`src/logic/scd_pkg.sv`:
```
// scd_pkg: constants, types and helpers for the serial command decoder.
// assumes: one 40 MHz core clock; serial pins sampled, never used as clocks.
package scd_pkg;

  // ==========================================================================
  // command byte layout
  localparam int unsigned CMD_W      = 8;
  localparam int unsigned GATE_BIT   = 7;
  localparam int unsigned RSV_HI_BIT = 6;
  localparam int unsigned MODE_HI    = 5;
  localparam int unsigned MODE_LO    = 4;
  localparam int unsigned RSV_LO_BIT = 3;
  localparam int unsigned SEL_MSB    = 2;
  localparam logic [3:0]  CMD_REG_OFFSET = 4'h0;  // command byte register
  localparam logic [2:0]  CMD_LAST_IDX   = 3'h6;  // index of 7th bit after gate

  // ==========================================================================
  // access modes
  localparam logic [1:0] MODE_WRITE      = 2'h0;
  localparam logic [1:0] MODE_READ       = 2'h1;
  localparam logic [1:0] MODE_CONT_START = 2'h2;
  localparam logic [1:0] MODE_CONT_STOP  = 2'h3;
  localparam logic [7:0] STOP_BYTE       = 8'h30;

  // ==========================================================================
  // register selects and widths
  localparam logic [2:0] SEL_COMMAND = 3'h0;
  localparam logic [2:0] SEL_STATUS  = 3'h1;
  localparam logic [2:0] SEL_DATA    = 3'h2;
  localparam logic [2:0] SEL_MODE    = 3'h3;
  localparam logic [2:0] SEL_FILTER  = 3'h4;
  localparam logic [2:0] SEL_DAC     = 3'h5;
  localparam int unsigned SHIFT_W = 24;
  localparam int unsigned CNT_W   = 5;
  localparam logic [4:0] W8  = 5'h08;
  localparam logic [4:0] W16 = 5'h10;
  localparam logic [4:0] W24 = 5'h18;

  // ==========================================================================
  // resynchronisation
  localparam int unsigned RESYNC_CLOCKS = 32;

  // ==========================================================================
  // interface states
  typedef enum logic [2:0] {
    ST_GATE,
    ST_CMD,
    ST_WRITE,
    ST_LOAD,
    ST_READ
  } scd_state_type;

  // data phase length in serial clocks for a register select
  function automatic logic [4:0] scd_reg_width(input logic [2:0] sel,
                                               input logic       wl24);
    case (sel)
      SEL_COMMAND: scd_reg_width = W8;
      SEL_STATUS:  scd_reg_width = W8;
      SEL_DATA:    scd_reg_width = wl24 ? W24 : W16;
      SEL_MODE:    scd_reg_width = W16;
      SEL_FILTER:  scd_reg_width = W24;
      SEL_DAC:     scd_reg_width = W8;
      default:     scd_reg_width = W24;
    endcase
  endfunction : scd_reg_width

endpackage : scd_pkg

```
`src/logic/scd_cmd_decoder.sv`:
```
// scd_cmd_decoder: serial front end taking the command byte and data phases.
// assumes: sclk and din are pins; register contents other than the command byte live outside this block.
// Function
// host opens each transaction with an 8-bit command byte.
// command register is write-only and sets direction, read kind and target.
// after a single read or write the interface goes back to idle.
// power-up and reset put the interface in idle awaiting a command.
// 32 or more serial clocks with data high reset the interface to idle.
// command byte shifts in most significant bit first.
// bit7 write gate, bit6 zero, bits5:4 mode, bit3 zero, bits2:0 select.
// select zero addresses the command register itself.
// while gate bit reads 1, stay on the gate bit position.
// after a gate 0, the next seven bits form the new command.
// host sends zero in reserved bits 6 and 3.
// mode bits 5:4 choose one of four access kinds.
// mode 00 write, 01 read, 10 start continuous read, 11 stop it.
// continuous read repeats the selected register until 30 hex arrives.
// in continuous read data input is sampled on every serial clock.
// data phase lasts the selected register's width, then commands resume.
module scd_cmd_decoder import scd_pkg::*; #(
  parameter int unsigned HIGH_CLOCKS = RESYNC_CLOCKS
) (
  // clock and reset
  input  wire logic               ref_clk,
  input  wire logic               rst,
  // serial pins
  input  wire logic               sclk,
  input  wire logic               din,
  output logic                    dout,
  output logic                    dout_en,
  // register side
  input  wire logic               data_wl24,
  input  wire logic [SHIFT_W-1:0] rd_data,
  output logic                    rd_req,
  output logic                    wr_strobe,
  output logic      [SHIFT_W-1:0] wr_data,
  output logic      [2:0]         reg_sel,
  // status
  output logic      [CMD_W-1:0]   command_byte,
  output logic                    cont_read,
  output logic                    if_idle,
  output logic                    part_reset
);

  // ==========================================================================
  // pin sampling and edge detection
  logic [1:0] pins_s;
  logic       sclk_s;
  logic       din_s;
  logic       sclk_prev_q;
  logic       sclk_rise;
  logic       sclk_fall;
  logic       resync_pulse;

  scd_sync2 #(.WIDTH(2)) u_sync (
    .ref_clk  (ref_clk),
    .rst      (rst),
    .async_in ({sclk, din}),
    .sync_out (pins_s)
  );

  assign sclk_s    = pins_s[1];
  assign din_s     = pins_s[0];
  assign sclk_rise = sclk_s & ~sclk_prev_q;
  assign sclk_fall = ~sclk_s & sclk_prev_q;

  // edge history flop
  always_ff @(posedge ref_clk) begin
    if (rst) begin
      sclk_prev_q <= 1'b1;
    end else begin
      sclk_prev_q <= sclk_s;
    end
  end

  scd_resync_det #(.HIGH_CLOCKS(HIGH_CLOCKS)) u_resync (
    .ref_clk      (ref_clk),
    .rst          (rst),
    .sclk_rise    (sclk_rise),
    .din_s        (din_s),
    .resync_pulse (resync_pulse)
  );

  // ==========================================================================
  // interface state
  scd_state_type      state_q, state_d;
  logic [CNT_W-1:0]   cnt_q, cnt_d;
  logic [5:0]         cmd_shift_q, cmd_shift_d;
  logic [CMD_W-1:0]   cmd_q, cmd_d;
  logic [2:0]         sel_q, sel_d;
  logic               cont_q, cont_d;
  logic [SHIFT_W-1:0] shift_q, shift_d;
  logic [CMD_W-1:0]   win_q, win_d;
  logic               dout_q, dout_d;
  logic               dout_en_q, dout_en_d;
  logic               rd_req_q, rd_req_d;
  logic               wr_strobe_q, wr_strobe_d;
  logic [SHIFT_W-1:0] wr_data_q, wr_data_d;
  logic               idle_q, idle_d;
  logic               part_reset_q;

  // decode of the byte completing on this edge
  logic [CMD_W-1:0]   new_cmd;
  logic [1:0]         new_mode;
  logic [2:0]         new_sel;
  logic               cmd_done;
  logic [4:0]         width;
  logic [4:0]         load_width;
  logic               phase_last;
  logic               stop_seen;

  assign new_cmd    = {1'b0, cmd_shift_q, din_s};
  assign new_mode   = new_cmd[MODE_HI:MODE_LO];
  assign new_sel    = new_cmd[SEL_MSB:0];
  assign cmd_done   = (state_q == ST_CMD) && sclk_rise && (cnt_q == 5'(CMD_LAST_IDX));
  assign width      = scd_reg_width(sel_q, data_wl24);
  assign load_width = W24 - width;
  assign phase_last = sclk_rise && (cnt_q == width - 5'h01);
  assign stop_seen  = (state_q == ST_READ) && sclk_rise && (cnt_q[2:0] == 3'h7)
                      && ({win_q[6:0], din_s} == STOP_BYTE);

  // next state of the serial interface
  always_comb begin
    state_d     = state_q;
    cnt_d       = cnt_q;
    cmd_shift_d = cmd_shift_q;
    cmd_d       = cmd_q;
    sel_d       = sel_q;
    cont_d      = cont_q;
    shift_d     = shift_q;
    win_d       = win_q;
    dout_d      = dout_q;
    dout_en_d   = dout_en_q;
    rd_req_d    = 1'b0;
    wr_strobe_d = 1'b0;
    wr_data_d   = wr_data_q;
    case (state_q)
      ST_GATE: begin
        dout_en_d = 1'b0;
        if (sclk_rise && !din_s) begin
          state_d = ST_CMD;
          cnt_d   = '0;
        end                                                   // gate 1 holds
      end
      ST_CMD: begin
        if (sclk_rise) begin
          cmd_shift_d = {cmd_shift_q[4:0], din_s};            // msb first
          cnt_d       = cnt_q + 5'h01;
        end
        if (cmd_done) begin
          cmd_d = new_cmd;
          sel_d = new_sel;
          cnt_d = '0;
          case (new_mode)
            MODE_WRITE: begin
              // select zero is the command register: next byte is a command
              state_d = (new_sel == SEL_COMMAND) ? ST_GATE : ST_WRITE;
            end
            MODE_READ: begin
              state_d  = ST_LOAD;
              rd_req_d = 1'b1;
            end
            MODE_CONT_START: begin
              state_d  = ST_LOAD;
              rd_req_d = 1'b1;
              cont_d   = 1'b1;
            end
            default: begin
              cont_d  = 1'b0;
              state_d = ST_GATE;
            end
          endcase
        end
      end
      ST_WRITE: begin
        if (sclk_rise) begin
          shift_d = {shift_q[SHIFT_W-2:0], din_s};
          cnt_d   = cnt_q + 5'h01;
        end
        if (phase_last) begin
          wr_strobe_d = 1'b1;
          wr_data_d   = {shift_q[SHIFT_W-2:0], din_s};
          state_d     = ST_GATE;
        end
      end
      ST_LOAD: begin
        // left-align the register so its msb leaves first
        shift_d   = (sel_q == SEL_COMMAND) ? '0 : (rd_data << load_width);
        win_d     = '0;
        cnt_d     = '0;
        dout_en_d = 1'b1;
        state_d   = ST_READ;
      end
      ST_READ: begin
        if (sclk_fall) begin
          dout_d  = shift_q[SHIFT_W-1];
          shift_d = {shift_q[SHIFT_W-2:0], 1'b0};
        end
        if (sclk_rise) begin
          win_d = {win_q[6:0], din_s};
          cnt_d = cnt_q + 5'h01;
        end
        if (stop_seen) begin
          cont_d  = 1'b0;
          state_d = ST_GATE;
        end else if (phase_last) begin
          if (cont_q) begin
            state_d  = ST_LOAD;
            rd_req_d = 1'b1;
          end else begin
            state_d = ST_GATE;
          end
        end
      end
      default: begin
        state_d = ST_GATE;
      end
    endcase
    idle_d = (state_d == ST_GATE);
  end

  // register the interface state; resync acts like reset
  always_ff @(posedge ref_clk) begin
    if (rst || resync_pulse) begin
      state_q     <= ST_GATE;
      cnt_q       <= '0;
      cmd_shift_q <= '0;
      cmd_q       <= '0;
      sel_q       <= SEL_COMMAND;
      cont_q      <= 1'b0;
      shift_q     <= '0;
      win_q       <= '0;
      dout_q      <= 1'b0;
      dout_en_q   <= 1'b0;
      rd_req_q    <= 1'b0;
      wr_strobe_q <= 1'b0;
      wr_data_q   <= '0;
      idle_q      <= 1'b1;
    end else begin
      state_q     <= state_d;
      cnt_q       <= cnt_d;
      cmd_shift_q <= cmd_shift_d;
      cmd_q       <= cmd_d;
      sel_q       <= sel_d;
      cont_q      <= cont_d;
      shift_q     <= shift_d;
      win_q       <= win_d;
      dout_q      <= dout_d;
      dout_en_q   <= dout_en_d;
      rd_req_q    <= rd_req_d;
      wr_strobe_q <= wr_strobe_d;
      wr_data_q   <= wr_data_d;
      idle_q      <= idle_d;
    end
  end

  // part reset pulse for the rest of the device
  always_ff @(posedge ref_clk) begin
    if (rst) begin
      part_reset_q <= 1'b0;
    end else begin
      part_reset_q <= resync_pulse;
    end
  end

  // ==========================================================================
  // outputs
  assign dout         = dout_q;
  assign dout_en      = dout_en_q;
  assign rd_req       = rd_req_q;
  assign wr_strobe    = wr_strobe_q;
  assign wr_data      = wr_data_q;
  assign reg_sel      = sel_q;
  assign command_byte = cmd_q;
  assign cont_read    = cont_q;
  assign if_idle      = idle_q;
  assign part_reset   = part_reset_q;
endmodule : scd_cmd_decoder

```
`src/logic/scd_resync_det.sv`:
```
// scd_resync_det: counts serial clocks with data held high, pulses at limit.
// assumes: rise is a one-cycle pulse per serial clock rising edge.
module scd_resync_det import scd_pkg::*; #(
  parameter int unsigned HIGH_CLOCKS = RESYNC_CLOCKS
) (
  // clock and reset
  input  wire logic ref_clk,
  input  wire logic rst,
  // sampled link
  input  wire logic sclk_rise,
  input  wire logic din_s,
  // detection pulse
  output logic      resync_pulse
);

  localparam logic [5:0] LAST = 6'(HIGH_CLOCKS - 1);

  logic [5:0] run_q;
  logic [5:0] run_d;
  logic       pulse_q;
  logic       pulse_d;

  // next count: any low bit restarts the run
  always_comb begin
    run_d   = run_q;
    pulse_d = 1'b0;
    if (sclk_rise) begin
      if (!din_s) begin
        run_d = 6'h00;
      end else if (run_q == LAST) begin
        run_d   = 6'h00;
        pulse_d = 1'b1;
      end else begin
        run_d = run_q + 6'h01;
      end
    end
  end

  // register count and pulse
  always_ff @(posedge ref_clk) begin
    if (rst) begin
      run_q   <= 6'h00;
      pulse_q <= 1'b0;
    end else begin
      run_q   <= run_d;
      pulse_q <= pulse_d;
    end
  end

  assign resync_pulse = pulse_q;

endmodule : scd_resync_det

```
`src/logic/scd_sync2.sv`:
```
// scd_sync2: two flip-flop synchroniser, one stage pair per bit.
// assumes: inputs are asynchronous pins; only stage two is read outside.
module scd_sync2 import scd_pkg::*; #(
  parameter int unsigned WIDTH = 2
) (
  // clock and reset
  input  wire logic             ref_clk,
  input  wire logic             rst,
  // pins and synchronised copies
  input  wire logic [WIDTH-1:0] async_in,
  output logic      [WIDTH-1:0] sync_out
);

  // ==========================================================================
  // per-bit flop pair
  genvar gi;
  generate
    for (gi = 0; gi < WIDTH; gi++) begin : g_bit
      logic meta_q;
      logic meta_d;
      logic stab_q;
      logic stab_d;
      // next values: stage two reads stage one only
      always_comb begin
        meta_d = async_in[gi];
        stab_d = meta_q;
      end
      // register both stages, idle level high
      always_ff @(posedge ref_clk) begin
        if (rst) begin
          meta_q <= 1'b1;
          stab_q <= 1'b1;
        end else begin
          meta_q <= meta_d;
          stab_q <= stab_d;
        end
      end
      assign sync_out[gi] = stab_q;
    end
  endgenerate

endmodule : scd_sync2

```
`config.mk`:
```
export PLATFORM = sky130hd
export DESIGN_NAME = scd_cmd_decoder
export DESIGN_NICKNAME = d
export VERILOG_FILES = /design/src/logic/scd_pkg.sv /design/src/logic/scd_cmd_decoder.sv /design/src/logic/scd_resync_det.sv /design/src/logic/scd_sync2.sv
export SDC_FILE = /design/constraint.sdc
export NUM_CORES = 1
export LEC_CHECK = 0
export ABC_AREA = 1
export BUFFER_PORTS_ARGS = -buffer_cell sky130_fd_sc_hd__buf_2
export CORE_MARGIN = 5
export CORE_UTILIZATION = 30
export CTS_BUF_LIST = sky130_fd_sc_hd__clkbuf_8
export DETAILED_ROUTE_END_ITERATION = 10
export MAX_ROUTING_LAYER = met4
export PLACE_DENSITY = 0.57
export REMOVE_ABC_BUFFERS = 1
export SLEW_MARGIN = 0
export SYNTH_ARGS = -nofsm -noshare
export SYNTH_HDL_FRONTEND = slang
export SYNTH_SLANG_ARGS = --single-unit
```
`constraint.sdc`:
```
create_clock -name ref_clk -period 2.35 [get_ports ref_clk]
set_input_delay 0.47 -clock ref_clk [delete_from_list [all_inputs] [get_ports ref_clk]]
set_output_delay 0.47 -clock ref_clk [all_outputs]
set_load 0.02 [all_outputs]
```
======== Word-level counts from Yosys, hierarchy flattened ========
Cells that the tools add are included.
word-level totals
  bits in registers ....................... 98
  input bits .............................. 29
  output and inout bits ................... 42
  word-level logic and storage cells ...... 125
cells by class
  $add $sub $neg .......................... 4
  equality and inequality tests ........... 22
  shift-type cells ........................ 1
  muxes and demuxes ....................... 36
  bitwise logic cells ..................... 7
  reductions and logical operators ........ 33
operator list
  cell                 number
  $mux 24              3
  $pmux 24 s3          1
  $shl 24x5->24        1
  $pmux 5 s4           1
  $mux 3               5
  $mux 5               3
  $pmux 3 s5           1
  $pmux 5 s3           1
  $ne 2x2->1 const B   7
  $pmux 7 s2           1
  $eq 3x2->1 const B   4
  $logic_not 3->1      4
  $mux 6               2
  $reduce_and 2->1     6
  $eq 3x3->1 const B   3
  $mux 1               9
  $eq 8x6->1 const B   1
  $pmux 1 s2           4
  $reduce_or 2->1      4
  $logic_and 1x1->1    7
  $mux 7               1
  $add 6x1->6 const B  1
  $eq 3x1->1 const B   2
  $eq 6x5->1 const B   1
  other kinds (21)     30

======== Depth between registers and ports, before layout ========
Gate-level depths: netlist of the first run.
  word-level depth ........................ 10
  gate-level depth with buffers ........... 12
  gate-level depth less buffers ........... 12

======== Modules after synthesis ========
Synthesis of the first run repeated with hierarchy kept, for this count alone.
second synthesis, totals
  cells, all modules ...................... 595
  area total of the unflattened synthesis .. 4324.1 um^2
by module, submodules not included
  module           times used  cells each  area an instance (um^2)  seq. area each (um^2)
  scd_cmd_decoder  1           531         3818.7                   1681.6
  scd_resync_det   1           49          374.1                    140.1
  scd_sync2        1           15          131.4                    80.1

======== Worst setup path before layout of the first run ========
No wires, ideal clock.
  path type ............................... register to register
  start ................................... register sel_q[1] (netlist: reg_sel[1])
  end ..................................... register wr_data_q[0] (netlist: wr_data[0])
  setup time .............................. 0.132 ns
  arrival ................................. 1.599 ns
  required time ........................... 2.218 ns
  setup slack ............................. 0.619 ns
  stages on the path, launching flop included .. 11
  buffers on the path ..................... 1
  clock period less this slack ............ 1.731 ns
  path through ............................ dfxtp_1 -> inv_1 -> nor2_1 -> nand2_1 -> nand2_1 -> nand3_1 -> nor2_4 -> nand2_1 -> buf_2 -> nand2_1 -> a21oi_1
between the ends
  word-level cells in the longest chain between the ends .. 7
  elaborated cells between the ends (all ways) .. 11
  those cells by class .................... 1 x add/sub; 5 x eq/ne; 1 x mux; 4 x reduce/logical
RTL lines
  what                                   RTL line                RTL
  from (decl)                            scd_cmd_decoder.sv:90   logic [2:0] sel_q, sel_d;
  from (signal assigned)                 scd_cmd_decoder.sv:244  sel_q <= sel_d;
  $eq 3x3->1 (tied with other cells)     scd_pkg.sv:56           case (sel)
  $reduce_or 3->1 (no source line)       --
  $pmux 5 s3 (*)                         scd_pkg.sv:56
  $sub 5x1->5 (*)                        scd_cmd_decoder.sv:118  assign phase_last = sclk_rise && (cnt_q == width - 5'h01);
  $eq 5x5->1 (*)                         scd_cmd_decoder.sv:118
  $logic_and 1x1->1 (*)                  scd_cmd_decoder.sv:118
  $reduce_and 2->1 (no source line) (*)  --
  to (signal assigned)                   scd_cmd_decoder.sv:252  wr_data_q <= wr_data_d;
  to (decl)                              scd_cmd_decoder.sv:98   logic [SHIFT_W-1:0] wr_data_q, wr_data_d;
Mark *: on every way between the ends. The rest lies on a longest branch, timed or not.
A chain may end at the register's enable or synchronous reset.

======== Worst setup path in the final report of the first run ========
  start ................................... register state_q[0]
  end ..................................... register shift_q[1]
between the ends
  word-level cells in the longest chain between the ends .. 3
  elaborated cells between the ends (all ways) .. 8
  those cells by class .................... 5 x eq/ne; 1 x mux; 2 x reduce/logical
RTL lines
  what                                                              RTL line                RTL
  from (decl)                                                       scd_cmd_decoder.sv:86   scd_state_type state_q, state_d;
  from (signal assigned)                                            scd_cmd_decoder.sv:240  state_q <= state_d;
  $eq 3x3->1 or $eq 3x2->1 (tied branches)                          scd_cmd_decoder.sv:137  case (state_q)
  $ne 2x2->1 (no source line) or $reduce_bool 3->1 (tied branches)  --
  $reduce_and 3->1 (no source line)                                 --
  to (signal assigned)                                              scd_cmd_decoder.sv:246  shift_q <= shift_d;
  to (decl)                                                         scd_cmd_decoder.sv:92   logic [SHIFT_W-1:0] shift_q, shift_d;
Parallel ways exist; a longest one is shown, timed or not.

==> reports/results.tsv, run 1 <==
stage	metric	value	unit
status	outcome	complete, no violations	
clocking	Bufs on Longest Clock Path	2	
clocking	htree depth	3	
yosys	Top FF cell, synth	dfxtp_1	
route	drt initial violations	340	
worst_hold_path	worst hold path type	input pin to flip-flop	
sta	worst slew pin tran	0.6507	ns
yosys	mapped cell area	4292	µm²
floorplan	die height	129.6	µm
worst_setup_path	required time worst endpoint	2.65	ns
pwr	worst vdd ir	0.0002999	V
job	max cap viols	0	
clocking	CTS tree	yes	
route	DRC errors left	0	
yosys	Avg Inst Size Synth	7.336	µm²
sta	Fmax	494.3	MHz
grt	largest net degree at the start of global routing	48	
placement	dpl cell area	4786	µm²
floorplan	die footprint	16800	µm²
yosys	Synth Register Bits	95	
route	via count	3990	
sta	period utilization	0.8609	
pwr	PD cells	563.6	nW/µm²
route	Post-Route WL	11510	µm
route	1st-pass router iterations	5	
yosys	Yosys top cell area share	0.4431	
grt	GRT overflow	0	
yosys	ys async rst share	0	
grt	global-route wire length before repair	18320	µm
layout	share of cells above drive strength 1	0.1811	
route	Via density	4.831	
clocking	Worst-path clk slew	0.09	ns
sta	final hold vios	0	
clocking	CTS Hold Bufs	0	
yosys	Syn Inst Count	585	
worst_setup_path	Critical Path Start Type	flip-flop	
grt	vias in the first global route	3824	
route	post-DR wirelength/cell	13.93	µm
floorplan	core area	13930	µm²
yosys	top post-synthesis cells by count	nand2_1, dfxtp_1, a21oi_1	
floorplan	Std-Cell Rows	43	
sta	Slew headroom	0.5657	
clocking	post-CTS setup buffers	0	
layout	Fill cells	1493	
layout	Post-Layout Inst Area	4987	µm²
sta	Final TNS setup	0	ns
grt	overall routing resource usage	0.1392	
yosys	Synth cell types	37	
yosys	Post-synth EDFFs	0	
clocking	clock root cell	clkbuf_8	
sta	final setup violation count	0	
worst_setup_path	critical-path maximum fanout	32	
clocking	clock latency on the worst-skew pair	0.37	ns
layout	Ant. Diodes	0	
layout	synthesis-to-layout area growth	16.21	%
placement	Final Wtd Congestion	0.8573	
placement	DPL Wire Length	8404	µm
yosys	largest cells by area after synthesis	dfxtp_1, a21oi_1, nand2_1	
clocking	Num CTS Buffers	9	
floorplan	Starting Density	0.3080	
route	Final ANT Viol Nets	0	
clocking	clock net sink count	95	
pwr	Leakage	0.002129	µW
placement	input/output buffers	69	
sta	min cycle time layout	2.023	ns
yosys	top-count cell post-synth	nand2_1	
clocking	post_cts resized	0	
yosys	register area share after synthesis	0.4431	
grt	initial antenna violation count	0	
floorplan	# IOs	71	
worst_setup_path	Crit Path Category	flip-flop to flip-flop	
sta	Setup Skew	0.01567	ns
floorplan	Die Wd	129.6	µm
yosys	post-synth top area cell	dfxtp_1	
layout	NumNets Final	678	
sta	RSZ-0062 raised after global routing	false	
worst_setup_path	WP data arrival	2.32	ns
sta	Slew Viols, Final	0	
yosys	Yosys warning count	0	
worst_setup_path	Crit. End Element	flip-flop	
flip-flops by register name, indices dropped and copies added, names as in the netlist:
signal,flops
wr_strobe,1
sclk_prev_q,1
u_resync.run_q,6
if_idle,1
dout,1
win_q,7
u_resync.resync_pulse,1
cont_read,1
dout_en,1
cnt_q,5
u_sync.g_bit.stab_q,2
reg_sel,2
shift_q,24
part_reset,1
wr_data,24
u_sync.g_bit.meta_q,2
state_q,3
rd_req,1
cmd_shift_q,6
command_byte,5
kinds of logic (layout without fill, tap and decap cells):
| logic type | Yosys count | in the layout | share of synthesized area |
|---|---|---|---|
| and+or+nand+nor | 227 | 227 | 0.2329 |
| AOI/OAI and AO/OA | 171 | 171 | 0.2157 |
| DFF | 95 | 95 | 0.4431 |
| buffers and inverters | 81 | 142 | 0.07988 |
| adders and majority gates | 8 | 8 | 0.02332 |
| xor gates and xnor gates | 2 | 2 | 0.004082 |
| other | 1 | 1 | 0.0008738 |
cell type report:
cell class | instances | area, µm² | share of cell area
multi-input cells | 409 | 2049 | 0.4109
clock inverters | 5 | 50.05 | 0.01004
clock buffers | 11 | 151.4 | 0.03036
inverters | 47 | 176.4 | 0.03537
repair buffers | 79 | 432.9 | 0.08680
well taps | 180 | 225.2 | 0.04516
flip-flops and latches | 95 | 1902 | 0.3813
worst max-delay path, stage by stage (launching register included):
cell and delay [ns]:
dfxtp_1 0.39, nor2_1 0.23, nand2_2 0.13, nand2_1 0.10, or2_1 0.14, nand3_4 0.19
inv_2 0.46, o21ai_0 0.15, a31oi_1 0.16
where the power goes:
part	internal (µW)	switching [µW]
clock network	542	551
logic	37.6	63.4
registers	1610	4.42
total	2190	619
final timing paths:
kind                                                          end                               from  slack, ns  depth (start not counted)
worst max-delay path                      shift_q[1]$_SDFFE_PP0P_              state_q[0]$_SDFF_PP0_       0.33                          8
worst max register to register            shift_q[1]$_SDFFE_PP0P_              state_q[0]$_SDFF_PP0_       0.33                          8
worst min register to register  u_sync.g_bit[1].stab_q$_SDFF_PP1_  u_sync.g_bit[1].meta_q$_SDFF_PP1_       0.42                          1
worst min-delay path            u_sync.g_bit[0].meta_q$_SDFF_PP1_                                din       0.28                          2
layer usage:
layer  global-route usage  part of all wire
met5                    -                 0
met1               0.1767              0.45
met3              0.02803             0.056
met4              0.04707             0.019
met2               0.2217              0.47
metrics by stage:
step	setup WS [ns]	instances	hold WS, ns	utilization	total power, µW
6_report	0.3270	826	0.2836	0.3579	2811
3_3_place_gp	0.4435	810	0.3992	0.3435	1755
5_1_grt	0.1528	826	0.2579	0.3579	2951
4_1_cts	0.3486	826	0.2611	0.3579	2860
2_1_floorplan	-0.5908	551	0.3895	-	1700
3_5_place_dp	0.3679	810	0.3975	0.3435	1757
cell usage in the layout, fill, tap and decap left out, drive strengths merged, types with 3 or more instances in the layout:
cell type	instances
o21ai	58
buf	79
nand3	49
nand2	109
a21oi	84
nor2	56
inv	50
ha	8
dfxtp	95
o211ai	8
o31ai	3
a211oi	6
clkbuf	11
nor3	5
a31oi	8
or2	5
Power figures use the tool's default switching activity.
==> run 2, diff against run 1 <==
--- a/config.mk
+++ b/config.mk
@@ -17,4 +17,5 @@
 export SLEW_MARGIN = 0
 export SYNTH_ARGS = -nofsm -noshare
 export SYNTH_HDL_FRONTEND = slang
+export SYNTH_HIERARCHICAL = 1
 export SYNTH_SLANG_ARGS = --single-unit
==> run 2 against run 1 <==
  * Global-route usage about the same
  * Largest cell class unchanged
  * Wire length fell by 3.4%
  * Die area rose by 0.70%
  * Critical endpoint is now shift_q[2]$_SDFFE_PP0P_
  * Synthesized cell count rose by 1.7%
==> reports/results.tsv, run 2 <==
stage	metric	value	unit	change
layout	Post-Layout Inst Area	4992	µm²	+0.10%
clocking	post-CTS setup buffers	0		unchanged
route	drt initial violations	443		+30%
clocking	Bufs on Longest Clock Path	2		unchanged
placement	dpl cell area	4793	µm²	+0.16%
grt	M2 GR Usage	0.2173		-0.004457
floorplan	# IOs	71		unchanged
layout	Non-Filler Instances	836		+1.2%
clocking	htree depth	3		unchanged
worst_setup_path	delay-heaviest family, CP	simple AND/OR/NAND/NOR gates		
grt	global-route wire length before repair	18440	µm	+0.68%
pwr	sw power	653.7	µW	+5.6%
clocking	CTS Hold Bufs	0		unchanged
yosys	Adder-Cell Fraction of Synth Area	0.02315		-0.0001755
yosys	Yosys warning count	6		+6
pwr	PD cells	565.5	nW/µm²	+0.33%
grt	vias in the first global route	3769		-1.4%
floorplan	core area	13990	µm²	+0.39%
sta	RSZ-0062 raised after global routing	false		
sta	Fmax	504.0	MHz	+2.0%
status	outcome	complete, no violations		
sta	Min Hold Slack	0.2732	ns	-0.01048 ns
worst_setup_path	Worst path max stage delay	0.43	ns	-0.03 ns
layout	NumNets Final	688		+1.5%
route	Via density	4.864		+0.69%
yosys	XOR/XNOR Fraction of Synth Area	0.002025		-0.002056
pwr	Sw Ratio	0.2315		+0.01133
yosys	post-synth top area cell	dfxtp_1		
yosys	mux share of post-synthesis cell area	0		unchanged
yosys	top post-synthesis cells by count	nor2_1, dfxtp_1, nand2_1		
yosys	register area share after synthesis	0.4398		-0.003334
sta	Slew headroom	0.4517		-0.1140
route	1st-pass router iterations	5		unchanged
clocking	CTS tree	yes		
worst_setup_path	slowest stage cell, crit path	inv_2		
placement	DPL Wire Length	7973	µm	-5.1%
layout	share of cells above drive strength 1	0.1860		+0.004861
worst_setup_path	Crit. End Element	flip-flop		
placement	input/output buffers	69		unchanged
layout	Ant. Diodes	0		unchanged
sta	Slew Viols, Final	0		unchanged
worst_setup_path	Crit Path Category	flip-flop to flip-flop		
worst_setup_path	Critical Path Start Type	flip-flop		
grt	overall routing resource usage	0.1397		+0.0004923
yosys	Top FF cell, synth	dfxtp_1		
grt	largest net degree at the start of global routing	56		+17%
pwr	Internal	2169	µW	-1.0%
grt	global-route track usage on met1	0.1749		-0.001792
yosys	Synth Register Bits	95		unchanged
clocking	clock root cell	clkbuf_8		
layout	leading cell types in the layout, fill and taps excluded	nor2_1, dfxtp_1, nand2_1, o21ai_0, a21oi_1		
yosys	Post-synth EDFFs	0		unchanged
worst_setup_path	WP data arrival	2.29	ns	-0.03 ns
grt	met3 Usage GRT	0.03520		+0.007173
clocking	Worst-path clk slew	0.09	ns	about the same
clocking	Num CTS Buffers	9		unchanged
grt	initial antenna violation count	0		unchanged
worst_setup_path	critical-path maximum fanout	32		unchanged
yosys	largest cells by area after synthesis	dfxtp_1, o21ai_0, a21oi_1		
job	max cap viols	0		unchanged
pwr	Leakage	0.002224	µW	+4.5%
yosys	Simple-Gate Fraction of Synth Area	0.2164		-0.01651
sta	worst slew pin tran	0.8215	ns	+0.1708 ns
floorplan	Std-Cell Rows	43		unchanged
layout	commonest non-fill, non-tap cell in the layout	nor2_1		
yosys	Compound-Gate Fraction of Synth Area	0.2300		+0.01429
yosys	Synth cell types	36		-2.7%
yosys	Syn Inst Count	595		+1.7%
placement	Final Wtd Congestion	0.8221		-4.1%
floorplan	die footprint	16910	µm²	+0.70%
placement	Cell Count Post-Placement	820		+1.2%
sta	final hold vios	0		unchanged
yosys	largest family of logic cells by synthesized area	compound AO/OA/AOI/OAI gates		
route	post-DR wirelength/cell	13.29	µm	-4.6%
floorplan	Starting Density	0.3091		+0.001141
route	Post-Route WL	11110	µm	-3.4%
sta	final setup violation count	0		unchanged
sta	period utilization	0.8443		-0.01653
sta	Setup Skew	0.01190	ns	-0.003770 ns
pwr	Clock power frac	0.388		about the same
yosys	Avg Inst Size Synth	7.267	µm²	-0.94%
yosys	top-count cell post-synth	nor2_1		
worst_setup_path	worst-path cell chain	nor2_1, nand2_2, inv_4, nand3_2, o21ai_2, nand2_4, inv_2, o21ai_0, a21oi_1		
route	DRC errors left	0		unchanged
yosys	ys async rst share	0		unchanged
route	Final ANT Viol Nets	0		unchanged
worst_hold_path	worst hold path type	input pin to flip-flop		
route	via count	4066		+1.9%
grt	gr busiest metal	met2		
yosys	Yosys top cell area share	0.4398		-0.003334
clocking	clock latency on the worst-skew pair	0.38	ns	about the same
layout	Fill cells	1536		+2.9%
sta	min cycle time layout	1.984	ns	-0.03884 ns
grt	GRT overflow	0		unchanged
floorplan	Die Wd	130.1	µm	+0.35%
yosys	mapped cell area	4324	µm²	+0.76%
layout	synthesis-to-layout area growth	15.45	%	
clocking	post_cts resized	0		unchanged
worst_setup_path	Critical path buffers and inverters	2		+1
pwr	Sequential Power Share	0.572		-0.003
pwr	worst vdd ir	0.0002270	V	-24%
pwr	Final Power	2823	µW	+0.43%
worst_setup_path	required time worst endpoint	2.66	ns	about the same
clocking	clock net sink count	95		unchanged
pwr	Gate power share	0.040		+0.004
floorplan	die height	130.1	µm	+0.35%
-- run 2: area by class of cell --
class                      instances  area (µm²)  area share
multi-input combinational        413        2051      0.4108
sequential                        95        1902      0.3810
timing repair buffer              74       395.4     0.07920
tap                              180       225.2     0.04511
inverter                          58       220.2     0.04411
clock buffer                      10       137.6     0.02757
clock inverter                     6       61.31     0.01228
-- run 2: power by group through the flow --
stage               registers, µW  clock network (µW)  logic, µW
floorplan                    1650                   0       58.3
global placement             1650                   0        113
detailed placement           1650                   0        113
finish                       1620                1090        112
CTS                          1620                1150        113
global route                 1620                1200        130
-- run 2: logic make-up after synthesis --
kind of cell	Yosys count
AND/OR/NAND/NOR	216
AO/OA/AOI/OAI	187
flip-flops	95
buffers and inverters	87
adder cells (fa/ha/maj)	8
XOR/XNOR	1
other	1
-- run 2: worst paths after layout --
kind | start | to | slack (ns) | cells past startpoint
worst max-delay path | state_q[0]$_SDFF_PP0_ | shift_q[2]$_SDFFE_PP0P_ | 0.37 | 9
worst min-delay path | din | u_sync/g_bit[0].meta_q$_SDFF_PP1_ | 0.27 | 3
worst max register to register | state_q[0]$_SDFF_PP0_ | shift_q[2]$_SDFFE_PP0P_ | 0.37 | 9
worst min register to register | u_sync/g_bit[0].meta_q$_SDFF_PP1_ | u_sync/g_bit[0].stab_q$_SDFF_PP1_ | 0.43 | 2
-- run 2: metrics by stage --
step	setup WS, ns	utilization	TNS, ns
floorplan	-0.8431	-	-20.87
global placement	0.3787	0.3427	0
detailed placement	0.3586	0.3427	0
CTS	0.3655	0.3569	0
global route	0.1043	0.3569	0
finish	0.3658	0.3569	0
-- run 2: metal layers --
layer | routed length (µm) | share of wire
met1 | 5094 | 0.46
met2 | 5126 | 0.46
met3 | 648 | 0.058
met4 | 242 | 0.022
met5 | 0 | 0
-- run 2: worst register-to-register path: stages (launching register included) --
cell and delay [ns]:
dfxtp_1 0.37, nor2_1 0.17, nand2_2 0.15, inv_4 0.15, nand3_2 0.11, o21ai_2 0.09
nand2_4 0.16, inv_2 0.43, o21ai_0 0.14, a21oi_1 0.15
